`src/logic/jog_home_pkg.sv`:
```
// package: constants, enums and carrier structs of the jog and homing sequencer
package jog_home_pkg;

  // homing type codes
  localparam logic [3:0] HT_DOG       = 4'h0;
  localparam logic [3:0] HT_COUNT     = 4'h1;
  localparam logic [3:0] HT_DATA_SET  = 4'h2;
  localparam logic [3:0] HT_STOPPER   = 4'h3;
  localparam logic [3:0] HT_SERVO_ON  = 4'h4;
  localparam logic [3:0] HT_DOG_REAR  = 4'h5;

  // register byte offsets
  localparam logic [7:0] OFS_CTRL     = 8'h00;
  localparam logic [7:0] OFS_JOG      = 8'h04;
  localparam logic [7:0] OFS_RAMP     = 8'h08;
  localparam logic [7:0] OFS_HOME     = 8'h0c;
  localparam logic [7:0] OFS_SHIFT    = 8'h10;
  localparam logic [7:0] OFS_STATUS   = 8'h14;
  localparam logic [7:0] OFS_POS      = 8'h18;
  localparam logic [7:0] OFS_HOMEPOS  = 8'h1c;

  // ctrl and home register fields
  localparam int CTRL_DIR_BIT   = 0;
  localparam int CTRL_HDIR_BIT  = 1;
  localparam int CTRL_ABS_BIT   = 2;
  localparam int HOME_TYPE_LSB  = 0;
  localparam int HOME_DIST_LSB  = 8;

  // reset values, speed step and creep speed
  localparam logic [15:0] JOG_SPEED_RST = 16'h0064;
  localparam logic [15:0] RAMP_RST      = 16'h0010;
  localparam logic [15:0] SPEED_STEP    = 16'h0001;
  localparam logic [15:0] CREEP_SPEED   = 16'h0004;

  // ahb encodings
  localparam logic [1:0] HTRANS_NONSEQ = 2'h2;
  localparam logic [1:0] HTRANS_SEQ    = 2'h3;

  typedef enum logic [1:0] {
    MOT_IDLE,
    MOT_RUN,
    MOT_STOP
  } motion_e;

  typedef enum logic [3:0] {
    HS_IDLE,
    HS_BACKOFF,
    HS_SEEK,
    HS_DECEL,
    HS_REAR,
    HS_ZWAIT,
    HS_DIST,
    HS_SHIFT,
    HS_PRESS,
    HS_DONE
  } home_e;

  // fieldbus remote input bits
  typedef struct packed {
    logic       auto_manual_select;
    logic       forward_start;
    logic       reverse_start;
    logic       home_start;
    logic [4:0] table_select_low_bits;
    logic [2:0] table_select_high_bits;
  } remote_in_s;

  // motion command toward the drive core
  typedef struct packed {
    logic        move;
    logic        ccw;
    logic [15:0] speed;
    logic [15:0] ramp;
  } motion_cmd_s;

endpackage : jog_home_pkg

```
`src/logic/jog_home_seq.sv`:
```
// jog and homing sequencer with an ahb-lite register slave
// Notes on behaviour
// - table select bits ignored during jog
// - jog runs at jog speed parameter
// - jog ramps come from table entry one
// - direction parameter swaps forward and reverse
// - forward start runs jog at speed
// - reverse start rotates opposite to forward
// - incremental system loses home at power-on
// - absolute system keeps home once homed
// - start at or past dog backs off first; here only a start with dog high backs off
// - dog type homes on Z after rear
// - count type homes on Z after distance
// - data setting takes current position as home
// - stopper type homes where axis stalls
// - servo-on position becomes home
// - rear reference homes after distance plus shift
// - homing type codes zero through five
// - homing direction parameter sets start direction
//
// Register access over AHB-Lite and the address map were decided locally.
`timescale 1ns/1ps
module jog_home_seq (
  input  wire logic                      clk,
  input  wire logic                      rst,
  input  wire logic [31:0]               haddr,
  input  wire logic [1:0]                htrans,
  input  wire logic                      hwrite,
  input  wire logic [2:0]                hsize,
  input  wire logic                      hsel,
  input  wire logic                      hready,
  input  wire logic [31:0]               hwdata,
  output logic      [31:0]               hrdata,
  output logic                           hreadyout,
  output logic                           hresp,
  input  wire jog_home_pkg::remote_in_s  remote_in,
  input  wire logic                      dog,
  input  wire logic                      zpulse,
  input  wire logic                      stalled,
  input  wire logic                      servo_on,
  input  wire logic                      pos_step,
  output jog_home_pkg::motion_cmd_s      motion_cmd,
  output logic                           home_valid,
  output logic                           homing_busy
);

  // ---------------------------------------------------------------
  // state
  // ---------------------------------------------------------------
  typedef struct packed {
    logic                  wr_pend;
    logic                  rd_pend;
    logic [7:0]            addr;
    logic                  rotation_direction_param;
    logic                  homing_direction_param;
    logic                  abs_system;
    logic [15:0]           jog_speed_param;
    logic [15:0]           ramp;
    logic [3:0]            homing_type_param;
    logic [15:0]           after_dog_dist;
    logic [15:0]           shift_dist;
    logic [31:0]           rdata;
    jog_home_pkg::motion_e mot;
    logic                  mot_ccw;
    logic [15:0]           speed;
    logic [15:0]           ramp_cnt;
    jog_home_pkg::home_e   hs;
    logic                  hdir;
    logic [15:0]           dist_cnt;
    logic                  homed;
    logic                  servo_on_d;
    logic [31:0]           pos;
    logic [31:0]           home_pos;
  } state_s;

  state_s st_reg;
  state_s st_next;

  function automatic logic is_manual(input jog_home_pkg::remote_in_s r);
    is_manual = !r.auto_manual_select;
  endfunction : is_manual

  // dir=0: towards increasing address, taken as ccw here
  function automatic logic dir_to_ccw(input logic up);
    dir_to_ccw = up;
  endfunction : dir_to_ccw

  logic addr_phase;
  logic jog_fwd;
  logic jog_rev;
  logic jog_any;
  logic home_move;
  logic [15:0] home_speed;

  assign addr_phase = hsel && hready &&
                      (htrans == jog_home_pkg::HTRANS_NONSEQ ||
                       htrans == jog_home_pkg::HTRANS_SEQ);
  // table select bits take no part in jog decisions
  assign jog_fwd = is_manual(remote_in) && remote_in.forward_start &&
                   !remote_in.reverse_start && st_reg.hs == jog_home_pkg::HS_IDLE;
  assign jog_rev = is_manual(remote_in) && remote_in.reverse_start &&
                   !remote_in.forward_start && st_reg.hs == jog_home_pkg::HS_IDLE;
  assign jog_any = jog_fwd || jog_rev;
  assign home_move = st_reg.hs inside {jog_home_pkg::HS_BACKOFF, jog_home_pkg::HS_SEEK,
                                       jog_home_pkg::HS_DECEL, jog_home_pkg::HS_REAR,
                                       jog_home_pkg::HS_ZWAIT,
                                       jog_home_pkg::HS_DIST, jog_home_pkg::HS_SHIFT,
                                       jog_home_pkg::HS_PRESS};
  assign home_speed = (st_reg.hs == jog_home_pkg::HS_SEEK ||
                       st_reg.hs == jog_home_pkg::HS_BACKOFF) ?
                      st_reg.jog_speed_param : jog_home_pkg::CREEP_SPEED;

  // ---------------------------------------------------------------
  // next state
  // ---------------------------------------------------------------
  always_comb begin
    st_next = st_reg;
    st_next.servo_on_d = servo_on;

    // bus slave: zero wait states
    if (st_reg.wr_pend) begin
      unique case (st_reg.addr)
        jog_home_pkg::OFS_CTRL: begin
          st_next.rotation_direction_param = hwdata[jog_home_pkg::CTRL_DIR_BIT];
          st_next.homing_direction_param   = hwdata[jog_home_pkg::CTRL_HDIR_BIT];
          st_next.abs_system               = hwdata[jog_home_pkg::CTRL_ABS_BIT];
        end
        jog_home_pkg::OFS_JOG:   st_next.jog_speed_param = hwdata[15:0];
        jog_home_pkg::OFS_RAMP:  st_next.ramp = hwdata[15:0];
        jog_home_pkg::OFS_HOME: begin
          st_next.homing_type_param = hwdata[jog_home_pkg::HOME_TYPE_LSB +: 4];
          st_next.after_dog_dist    = hwdata[jog_home_pkg::HOME_DIST_LSB +: 16];
        end
        jog_home_pkg::OFS_SHIFT: st_next.shift_dist = hwdata[15:0];
        default: ;
      endcase
    end
    st_next.wr_pend = addr_phase && hwrite;
    st_next.rd_pend = addr_phase && !hwrite;
    if (addr_phase) begin
      st_next.addr = haddr[7:0];
    end
    if (addr_phase && !hwrite) begin
      unique case (haddr[7:0])
        jog_home_pkg::OFS_CTRL:    st_next.rdata = {29'h0, st_reg.abs_system,
                                                    st_reg.homing_direction_param,
                                                    st_reg.rotation_direction_param};
        jog_home_pkg::OFS_JOG:     st_next.rdata = {16'h0, st_reg.jog_speed_param};
        jog_home_pkg::OFS_RAMP:    st_next.rdata = {16'h0, st_reg.ramp};
        jog_home_pkg::OFS_HOME:    st_next.rdata = {8'h0, st_reg.after_dog_dist,
                                                    4'h0, st_reg.homing_type_param};
        jog_home_pkg::OFS_SHIFT:   st_next.rdata = {16'h0, st_reg.shift_dist};
        jog_home_pkg::OFS_STATUS:  st_next.rdata = {20'h0, 4'(st_reg.hs), 1'h0,
                                                    2'(st_reg.mot), 4'h0, st_reg.homed};
        jog_home_pkg::OFS_POS:     st_next.rdata = st_reg.pos;
        jog_home_pkg::OFS_HOMEPOS: st_next.rdata = st_reg.home_pos;
        default:                   st_next.rdata = 32'h0;
      endcase
    end

    // position tracking
    if (pos_step && motion_cmd.move) begin
      st_next.pos = motion_cmd.ccw ? st_reg.pos + 32'h1 : st_reg.pos - 32'h1;
    end

    // jog motion
    unique case (st_reg.mot)
      jog_home_pkg::MOT_IDLE: begin
        if (jog_any) begin
          // forward = ccw at dir 0, swapped at dir 1
          st_next.mot     = jog_home_pkg::MOT_RUN;
          st_next.mot_ccw = jog_fwd ^ st_reg.rotation_direction_param;
          st_next.ramp_cnt = st_reg.ramp;
        end
      end
      jog_home_pkg::MOT_RUN: begin
        if (!(st_reg.mot_ccw ^ st_reg.rotation_direction_param ? jog_fwd : jog_rev)) begin
          st_next.mot      = jog_home_pkg::MOT_STOP;
          st_next.ramp_cnt = st_reg.ramp;
        end else if (st_reg.ramp_cnt != 16'h0) begin
          st_next.ramp_cnt = st_reg.ramp_cnt - 16'h1;
        end else if (st_reg.speed < st_reg.jog_speed_param) begin
          st_next.speed    = st_reg.speed + jog_home_pkg::SPEED_STEP;
          st_next.ramp_cnt = st_reg.ramp;
        end else begin
          st_next.speed    = st_reg.jog_speed_param;
        end
      end
      jog_home_pkg::MOT_STOP: begin
        if (st_reg.speed == 16'h0) begin
          st_next.mot = jog_home_pkg::MOT_IDLE;
        end else if (st_reg.ramp_cnt != 16'h0) begin
          st_next.ramp_cnt = st_reg.ramp_cnt - 16'h1;
        end else begin
          st_next.speed    = st_reg.speed - jog_home_pkg::SPEED_STEP;
          st_next.ramp_cnt = st_reg.ramp;
        end
      end
      default: st_next.mot = jog_home_pkg::MOT_IDLE;
    endcase

    // servo-on position as home
    if (servo_on && !st_reg.servo_on_d &&
        st_reg.homing_type_param == jog_home_pkg::HT_SERVO_ON) begin
      st_next.home_pos = st_reg.pos;
      st_next.homed    = 1'b1;
    end

    // homing sequence
    unique case (st_reg.hs)
      jog_home_pkg::HS_IDLE: begin
        if (is_manual(remote_in) && remote_in.home_start && st_reg.mot == jog_home_pkg::MOT_IDLE) begin
          st_next.hdir = dir_to_ccw(!st_reg.homing_direction_param);
          unique case (st_reg.homing_type_param)
            jog_home_pkg::HT_DOG, jog_home_pkg::HT_COUNT, jog_home_pkg::HT_DOG_REAR: begin
              // already on the dog: head away from it from the first cycle
              if (dog) begin
                st_next.hdir = !dir_to_ccw(!st_reg.homing_direction_param);
              end
              st_next.hs = dog ? jog_home_pkg::HS_BACKOFF : jog_home_pkg::HS_SEEK;
            end
            jog_home_pkg::HT_DATA_SET: begin
              st_next.home_pos = st_reg.pos;
              st_next.hs       = jog_home_pkg::HS_DONE;
            end
            jog_home_pkg::HT_STOPPER: st_next.hs = jog_home_pkg::HS_PRESS;
            default: ;
          endcase
        end
      end
      jog_home_pkg::HS_BACKOFF: begin
        st_next.hdir = !dir_to_ccw(!st_reg.homing_direction_param);
        if (!dog) begin
          st_next.hdir = dir_to_ccw(!st_reg.homing_direction_param);
          st_next.hs   = jog_home_pkg::HS_SEEK;
        end
      end
      jog_home_pkg::HS_SEEK: begin
        if (dog) begin
          st_next.hs       = jog_home_pkg::HS_DECEL;
          st_next.dist_cnt = st_reg.after_dog_dist;
        end
      end
      jog_home_pkg::HS_DECEL: begin
        unique case (st_reg.homing_type_param)
          jog_home_pkg::HT_COUNT: st_next.hs = jog_home_pkg::HS_DIST;
          default:                st_next.hs = jog_home_pkg::HS_REAR;
        endcase
      end
      jog_home_pkg::HS_REAR: begin
        if (!dog) begin
          st_next.hs = (st_reg.homing_type_param == jog_home_pkg::HT_DOG_REAR) ?
                       jog_home_pkg::HS_DIST : jog_home_pkg::HS_ZWAIT;
        end
      end
      jog_home_pkg::HS_DIST: begin
        if (pos_step) begin
          st_next.dist_cnt = st_reg.dist_cnt - 16'h1;
        end
        if (st_reg.dist_cnt == 16'h0) begin
          st_next.dist_cnt = st_reg.shift_dist;
          // rear reference skips Z; count waits for the next Z
          st_next.hs = (st_reg.homing_type_param == jog_home_pkg::HT_DOG_REAR) ?
                       jog_home_pkg::HS_SHIFT : jog_home_pkg::HS_ZWAIT;
        end
      end
      jog_home_pkg::HS_ZWAIT: begin
        if (zpulse) begin
          st_next.dist_cnt = st_reg.shift_dist;
          st_next.hs       = jog_home_pkg::HS_SHIFT;
        end
      end
      jog_home_pkg::HS_SHIFT: begin
        if (pos_step && st_reg.dist_cnt != 16'h0) begin
          st_next.dist_cnt = st_reg.dist_cnt - 16'h1;
        end
        if (st_reg.dist_cnt == 16'h0) begin
          st_next.home_pos = st_reg.pos;
          st_next.hs       = jog_home_pkg::HS_DONE;
        end
      end
      jog_home_pkg::HS_PRESS: begin
        if (stalled) begin
          st_next.home_pos = st_reg.pos;
          st_next.hs       = jog_home_pkg::HS_DONE;
        end
      end
      jog_home_pkg::HS_DONE: begin
        st_next.homed = 1'b1;
        if (!remote_in.home_start) begin
          st_next.hs = jog_home_pkg::HS_IDLE;
        end
      end
      default: st_next.hs = jog_home_pkg::HS_IDLE;
    endcase
  end

  // ---------------------------------------------------------------
  // registers
  // ---------------------------------------------------------------
  always_ff @(posedge clk) begin
    if (rst) begin
      st_reg                 <= '0;
      st_reg.mot             <= jog_home_pkg::MOT_IDLE;
      st_reg.hs              <= jog_home_pkg::HS_IDLE;
      st_reg.jog_speed_param <= jog_home_pkg::JOG_SPEED_RST;
      st_reg.ramp            <= jog_home_pkg::RAMP_RST;
      // absolute system keeps home across reset; incremental clears it
      st_reg.homed           <= st_reg.abs_system && st_reg.homed;
      st_reg.abs_system      <= st_reg.abs_system;
      st_reg.home_pos        <= st_reg.abs_system ? st_reg.home_pos : 32'h0;
    end else begin
      st_reg <= st_next;
    end
  end

  // ---------------------------------------------------------------
  // outputs
  // ---------------------------------------------------------------
  assign hrdata           = st_reg.rdata;
  assign hreadyout        = 1'b1;
  assign hresp            = 1'b0;
  assign home_valid       = st_reg.homed;
  assign homing_busy      = st_reg.hs != jog_home_pkg::HS_IDLE;
  assign motion_cmd.move  = (st_reg.mot != jog_home_pkg::MOT_IDLE) || home_move;
  assign motion_cmd.ccw   = home_move ? st_reg.hdir : st_reg.mot_ccw;
  assign motion_cmd.speed = home_move ? home_speed : st_reg.speed;
  assign motion_cmd.ramp  = st_reg.ramp;

  // ---------------------------------------------------------------
  // assertions
  // ---------------------------------------------------------------
  a_auto_no_jog: assert property (@(posedge clk) disable iff (rst)
    remote_in.auto_manual_select && st_reg.mot == jog_home_pkg::MOT_IDLE
      |=> st_reg.mot == jog_home_pkg::MOT_IDLE)
    else $error("jog started in automatic mode");
  a_fwd_dir_map: assert property (@(posedge clk) disable iff (rst)
    st_reg.mot == jog_home_pkg::MOT_IDLE && jog_fwd
      |=> st_reg.mot_ccw == !$past(st_reg.rotation_direction_param))
    else $error("forward direction mapping wrong");
  a_rev_dir_map: assert property (@(posedge clk) disable iff (rst)
    st_reg.mot == jog_home_pkg::MOT_IDLE && jog_rev
      |=> st_reg.mot_ccw == $past(st_reg.rotation_direction_param))
    else $error("reverse direction mapping wrong");
  a_speed_cap: assert property (@(posedge clk) disable iff (rst)
    st_reg.mot == jog_home_pkg::MOT_RUN && $stable(st_reg.jog_speed_param)
      && st_reg.speed <= st_reg.jog_speed_param
      |=> st_reg.speed <= st_reg.jog_speed_param)
    else $error("jog speed exceeds parameter");
  a_release_stop: assert property (@(posedge clk) disable iff (rst)
    st_reg.mot == jog_home_pkg::MOT_RUN && !jog_any
      |=> st_reg.mot == jog_home_pkg::MOT_STOP)
    else $error("release did not decelerate");
  a_ramp_src: assert property (@(posedge clk) disable iff (rst)
    st_reg.mot == jog_home_pkg::MOT_IDLE && jog_any
      |=> st_reg.ramp_cnt == $past(st_reg.ramp) && motion_cmd.ramp == st_reg.ramp)
    else $error("ramp not from table entry one");
  a_dog_backoff: assert property (@(posedge clk) disable iff (rst)
    st_reg.hs == jog_home_pkg::HS_BACKOFF
      |-> motion_cmd.ccw == st_reg.homing_direction_param)
    else $error("backoff not reversed");
  a_data_set: assert property (@(posedge clk) disable iff (rst)
    st_reg.hs == jog_home_pkg::HS_IDLE && is_manual(remote_in) && remote_in.home_start
      && st_reg.mot == jog_home_pkg::MOT_IDLE
      && st_reg.homing_type_param == jog_home_pkg::HT_DATA_SET
      |=> st_reg.hs == jog_home_pkg::HS_DONE && st_reg.home_pos == $past(st_reg.pos))
    else $error("data setting home not taken");
  a_stopper: assert property (@(posedge clk) disable iff (rst)
    st_reg.hs == jog_home_pkg::HS_PRESS && stalled
      |=> st_reg.hs == jog_home_pkg::HS_DONE ##1 st_reg.homed)
    else $error("stopper home not taken");

endmodule : jog_home_seq

```
`config.mk`:
```
export PLATFORM = sky130hd
export DESIGN_NAME = jog_home_seq
export DESIGN_NICKNAME = d
export VERILOG_FILES = /design/src/logic/jog_home_pkg.sv /design/src/logic/jog_home_seq.sv
export SDC_FILE = /design/constraint.sdc
export NUM_CORES = 1
export LEC_CHECK = 0
export BUFFER_PORTS_ARGS = -buffer_cell sky130_fd_sc_hd__buf_2
export CAP_MARGIN = 40
export CORE_MARGIN = 3
export CORE_UTILIZATION = 60
export DETAILED_ROUTE_END_ITERATION = 16
export PLACE_DENSITY = 0.86
export SLEW_MARGIN = 20
export SYNTH_ARGS = -nofsm -noshare
export SYNTH_HDL_FRONTEND = slang
export SYNTH_SLANG_ARGS = --single-unit
```
`constraint.sdc`:
```
create_clock -name clk -period 5.6 [get_ports clk]
set_clock_uncertainty 0.1 [all_clocks]
set_input_delay 1.12 -clock clk [delete_from_list [all_inputs] [get_ports clk]]
set_output_delay 1.12 -clock clk [all_outputs]
set_load 0.01 [all_outputs]
```
==> flow_metrics.tcl <==
set metrics [dict create \
    synth-main-ff-cell "dfxtp_1" \
    worstSetupPathType "reg -> reg" \
    syn_area_mm2 0.0141 \
    synth-seq-cells 234 \
    worst_setup_path_start_kind "register" \
    row_count 55 \
    initial_core_util 0.615 \
    route.detailed.drc 0 \
    vias 13900 \
    numCtsBuffers 26 \
    yosysTopAreaCell "dfxtp_1" \
    die_y_um 159 \
    syn_inst 1785 \
    tightest_slew_ns 0.873 \
    pre_cts_ws_ns 1.29 \
    cts_setup_buffers 0 \
    fin_nets 1887 \
    cts-resized-gates 0 \
    crit_end "st_reg[62]" \
    vdd_drop_max_mv 0.258 \
    dp_hpwl_mm 30.3 \
    yosysWarnings 0 \
    drt_iter0_drc 1707 \
    arrival_ns 4.70 \
    setup_viol 0 \
    core_area_mm2 0.0228 \
    synth_edf_count 34 \
    required_ns 5.92 \
    area_delta_synth_final_pct 8.98 \
    slew_violations 0 \
    wl_mm 43.0 \
    antenna_found_initial 0 \
    drive_above_1_share 0.131 \
    rsz0062_at_grt "false" \
    largest_reg_flops 185 \
    portBuffers 114 \
    cts-root-buf "clkbuf_16" \
    vias_per_cell 6.58 \
    cts_sinks 234 \
    diodes 0 \
    tritoncts "done" \
    min_period_ns 4.38 \
    cts.clk_slew.worst_paths_ns 0.06 \
    seq_area_frac_synth 0.358 \
    r2r_end "st_reg[62]" \
    fin_crit_sh 0.781 \
    overflow 0 \
    syn_avg_cell_area_um2 7.87 \
    grt_pass1_vias 12700 \
    nFillCells 1871 \
    clkLatencyLatePin_ns 0.55 \
    setup_slack_ns 1.22 \
    grt_usage 0.322 \
    maxCapViolCount 0 \
    startpoint "st_reg[83]" \
    power_density_mw_per_mm2 442 \
    htreeDepth 1 \
    ant_nets 0 \
    r2r_slack_ns 1.22 \
    ctsLongestPathBuffers 3 \
    relSlewSlack 0.417 \
    total_power_mw 6.77 \
    hold_slack_ns 0.361 \
    io_pins 161 \
    gp_congestion 0.965 \
    die_w_um 159 \
    status "completed" \
    grt_start_max_net_pins 90 \
    worstRegToRegCells 15 \
    timing.rr.start "st_reg[83]" \
    async_flop_share 0 \
    min_path_type "reg -> reg" \
    syn_nets 1901 \
    p_leak_nw 6.08 \
    post_drt_wl_per_cell_um 20.5 \
    fmax_mhz 229 \
    synth_top_area_frac 0.285 \
    report.final.hold_viol_count 0 \
    ctsHoldBuffers 0 \
    synth_cell_types 80 \
    tns_ns 0 \
    ys_top_cells_by_area "dfxtp_1 (28%), edfxtp_1 (7.3%), nor2_1 (7.0%)" \
    die-area_mm2 0.0253 \
    end_kind "register" \
    critPathMaxFanout 21 \
    grt_pass1_wl_mm 67.9 \
    first_pass_iters 6 \
]
-- worst max-delay path: stages (launching register included) --
cell and delay, ns:
dfxtp_1 0.59, nor4_4 0.50, inv_2 0.15, and3_1 0.30
nor2_4 0.14, inv_2 0.05, xnor2_1 0.13, ha_1 0.25
nand4_1 0.19, or4_1 0.53, o21ai_0 0.12, o211ai_1 0.15
o21ai_0 0.40, nand3_1 0.15, mux2i_1 0.18, mux2_2 0.34
-- Yosys cell counts, drive strengths merged, types with 4 or more instances --
cell type  count
a211oi         7
a21o           7
a21oi        164
a221oi        12
a222oi         4
a22o          30
a22oi         57
a31oi         22
a32o           8
and2           7
and3          18
and4           4
buf           71
clkbuf       117
dfxtp        200
edfxtp        34
ha            25
inv           36
mux2          13
mux2i         81
nand2        195
nand2b        18
nand3         34
nand4         17
nor2         262
nor2b         14
nor3          49
nor3b          9
nor4          28
nor4b          4
o211ai         9
o21ai         70
o22ai          6
o31ai          5
or2           10
or3           21
or4           12
xnor2         37
xor2          24
-- worst min-delay path by stage --
stage / cells past startpoint / from / end
final: 2 / st_reg[232] / st_reg[232]
after global routing: 2 / hrdata[0] / hrdata[0]
after CTS: 2 / st_reg[232] / st_reg[232]
after detailed placement: 2 / st_reg[232] / st_reg[232]
after global placement: 2 / st_reg[230] / st_reg[230]
after floorplan: 2 / st_reg[232] / st_reg[232]
-- layout by cell type (no fill, tap or decap), types with 18 or more instances in the layout --
master / instances
a21oi_1: 164
a22o_1: 30
a22oi_1: 57
a31oi_1: 22
and3_1: 18
buf_2: 114
buf_4: 29
clkbuf_16: 28
dfxtp_1: 200
edfxtp_1: 34
ha_1: 25
inv_1: 34
mux2i_1: 81
nand2_1: 195
nand2b_1: 18
nand3_1: 34
nor2_1: 260
nor3_1: 49
nor4_1: 26
o21ai_0: 65
or3_1: 21
xnor2_1: 37
xor2_1: 24
-- logic make-up after synthesis --
family | synth area share
AO/OA/AOI/OAI | 0.201
XOR/XNOR | 0.0380
flip-flops | 0.358
multiplexers | 0.0697
other | 0.000534
adder cells (fa/ha/maj) | 0.0223
AND/OR/NAND/NOR | 0.234
buffers and inverters | 0.0762
-- power by group --
part / internal [mW] / switching [mW]
sequential: 1.86 / 0.393
clock: 1.13 / 0.735
combinational: 1.08 / 1.56
total: 4.08 / 2.69
-- per-stage QoR --
stage | cells | utilization | cell area, um^2
final | 2104 | 0.670 | 15300
after global routing | 2104 | 0.670 | 15300
after CTS | 2102 | 0.670 | 15300
after detailed placement | 2054 | 0.628 | 14300
after global placement | 2048 | 0.625 | 14300
after floorplan | 1785 | - | 14100
-- final cells by class --
type | count | area (um^2) | share of cell area
clock buffers | 31 | 742 | 0.0484
clock inverters | 17 | 210 | 0.0137
flip-flops and latches | 234 | 5020 | 0.328
multi-input cells | 1327 | 7980 | 0.521
repair buffers | 146 | 835 | 0.0545
well taps | 313 | 392 | 0.0256
inverters | 36 | 135 | 0.00882
-- metal layers --
| metal | share of wire | global-route usage | vias to the layer above |
|---|---|---|---|
| met3 | 0.12 | 0.0601 | 169 |
| met1 | 0.40 | 0.450 | 6506 |
| met5 | 0 | 0 | - |
| li1 | - | - | 6275 |
| met4 | 0.053 | 0.145 | 0 |
| met2 | 0.43 | 0.485 | 903 |
Note: power is estimated with default switching activity, not from simulation.
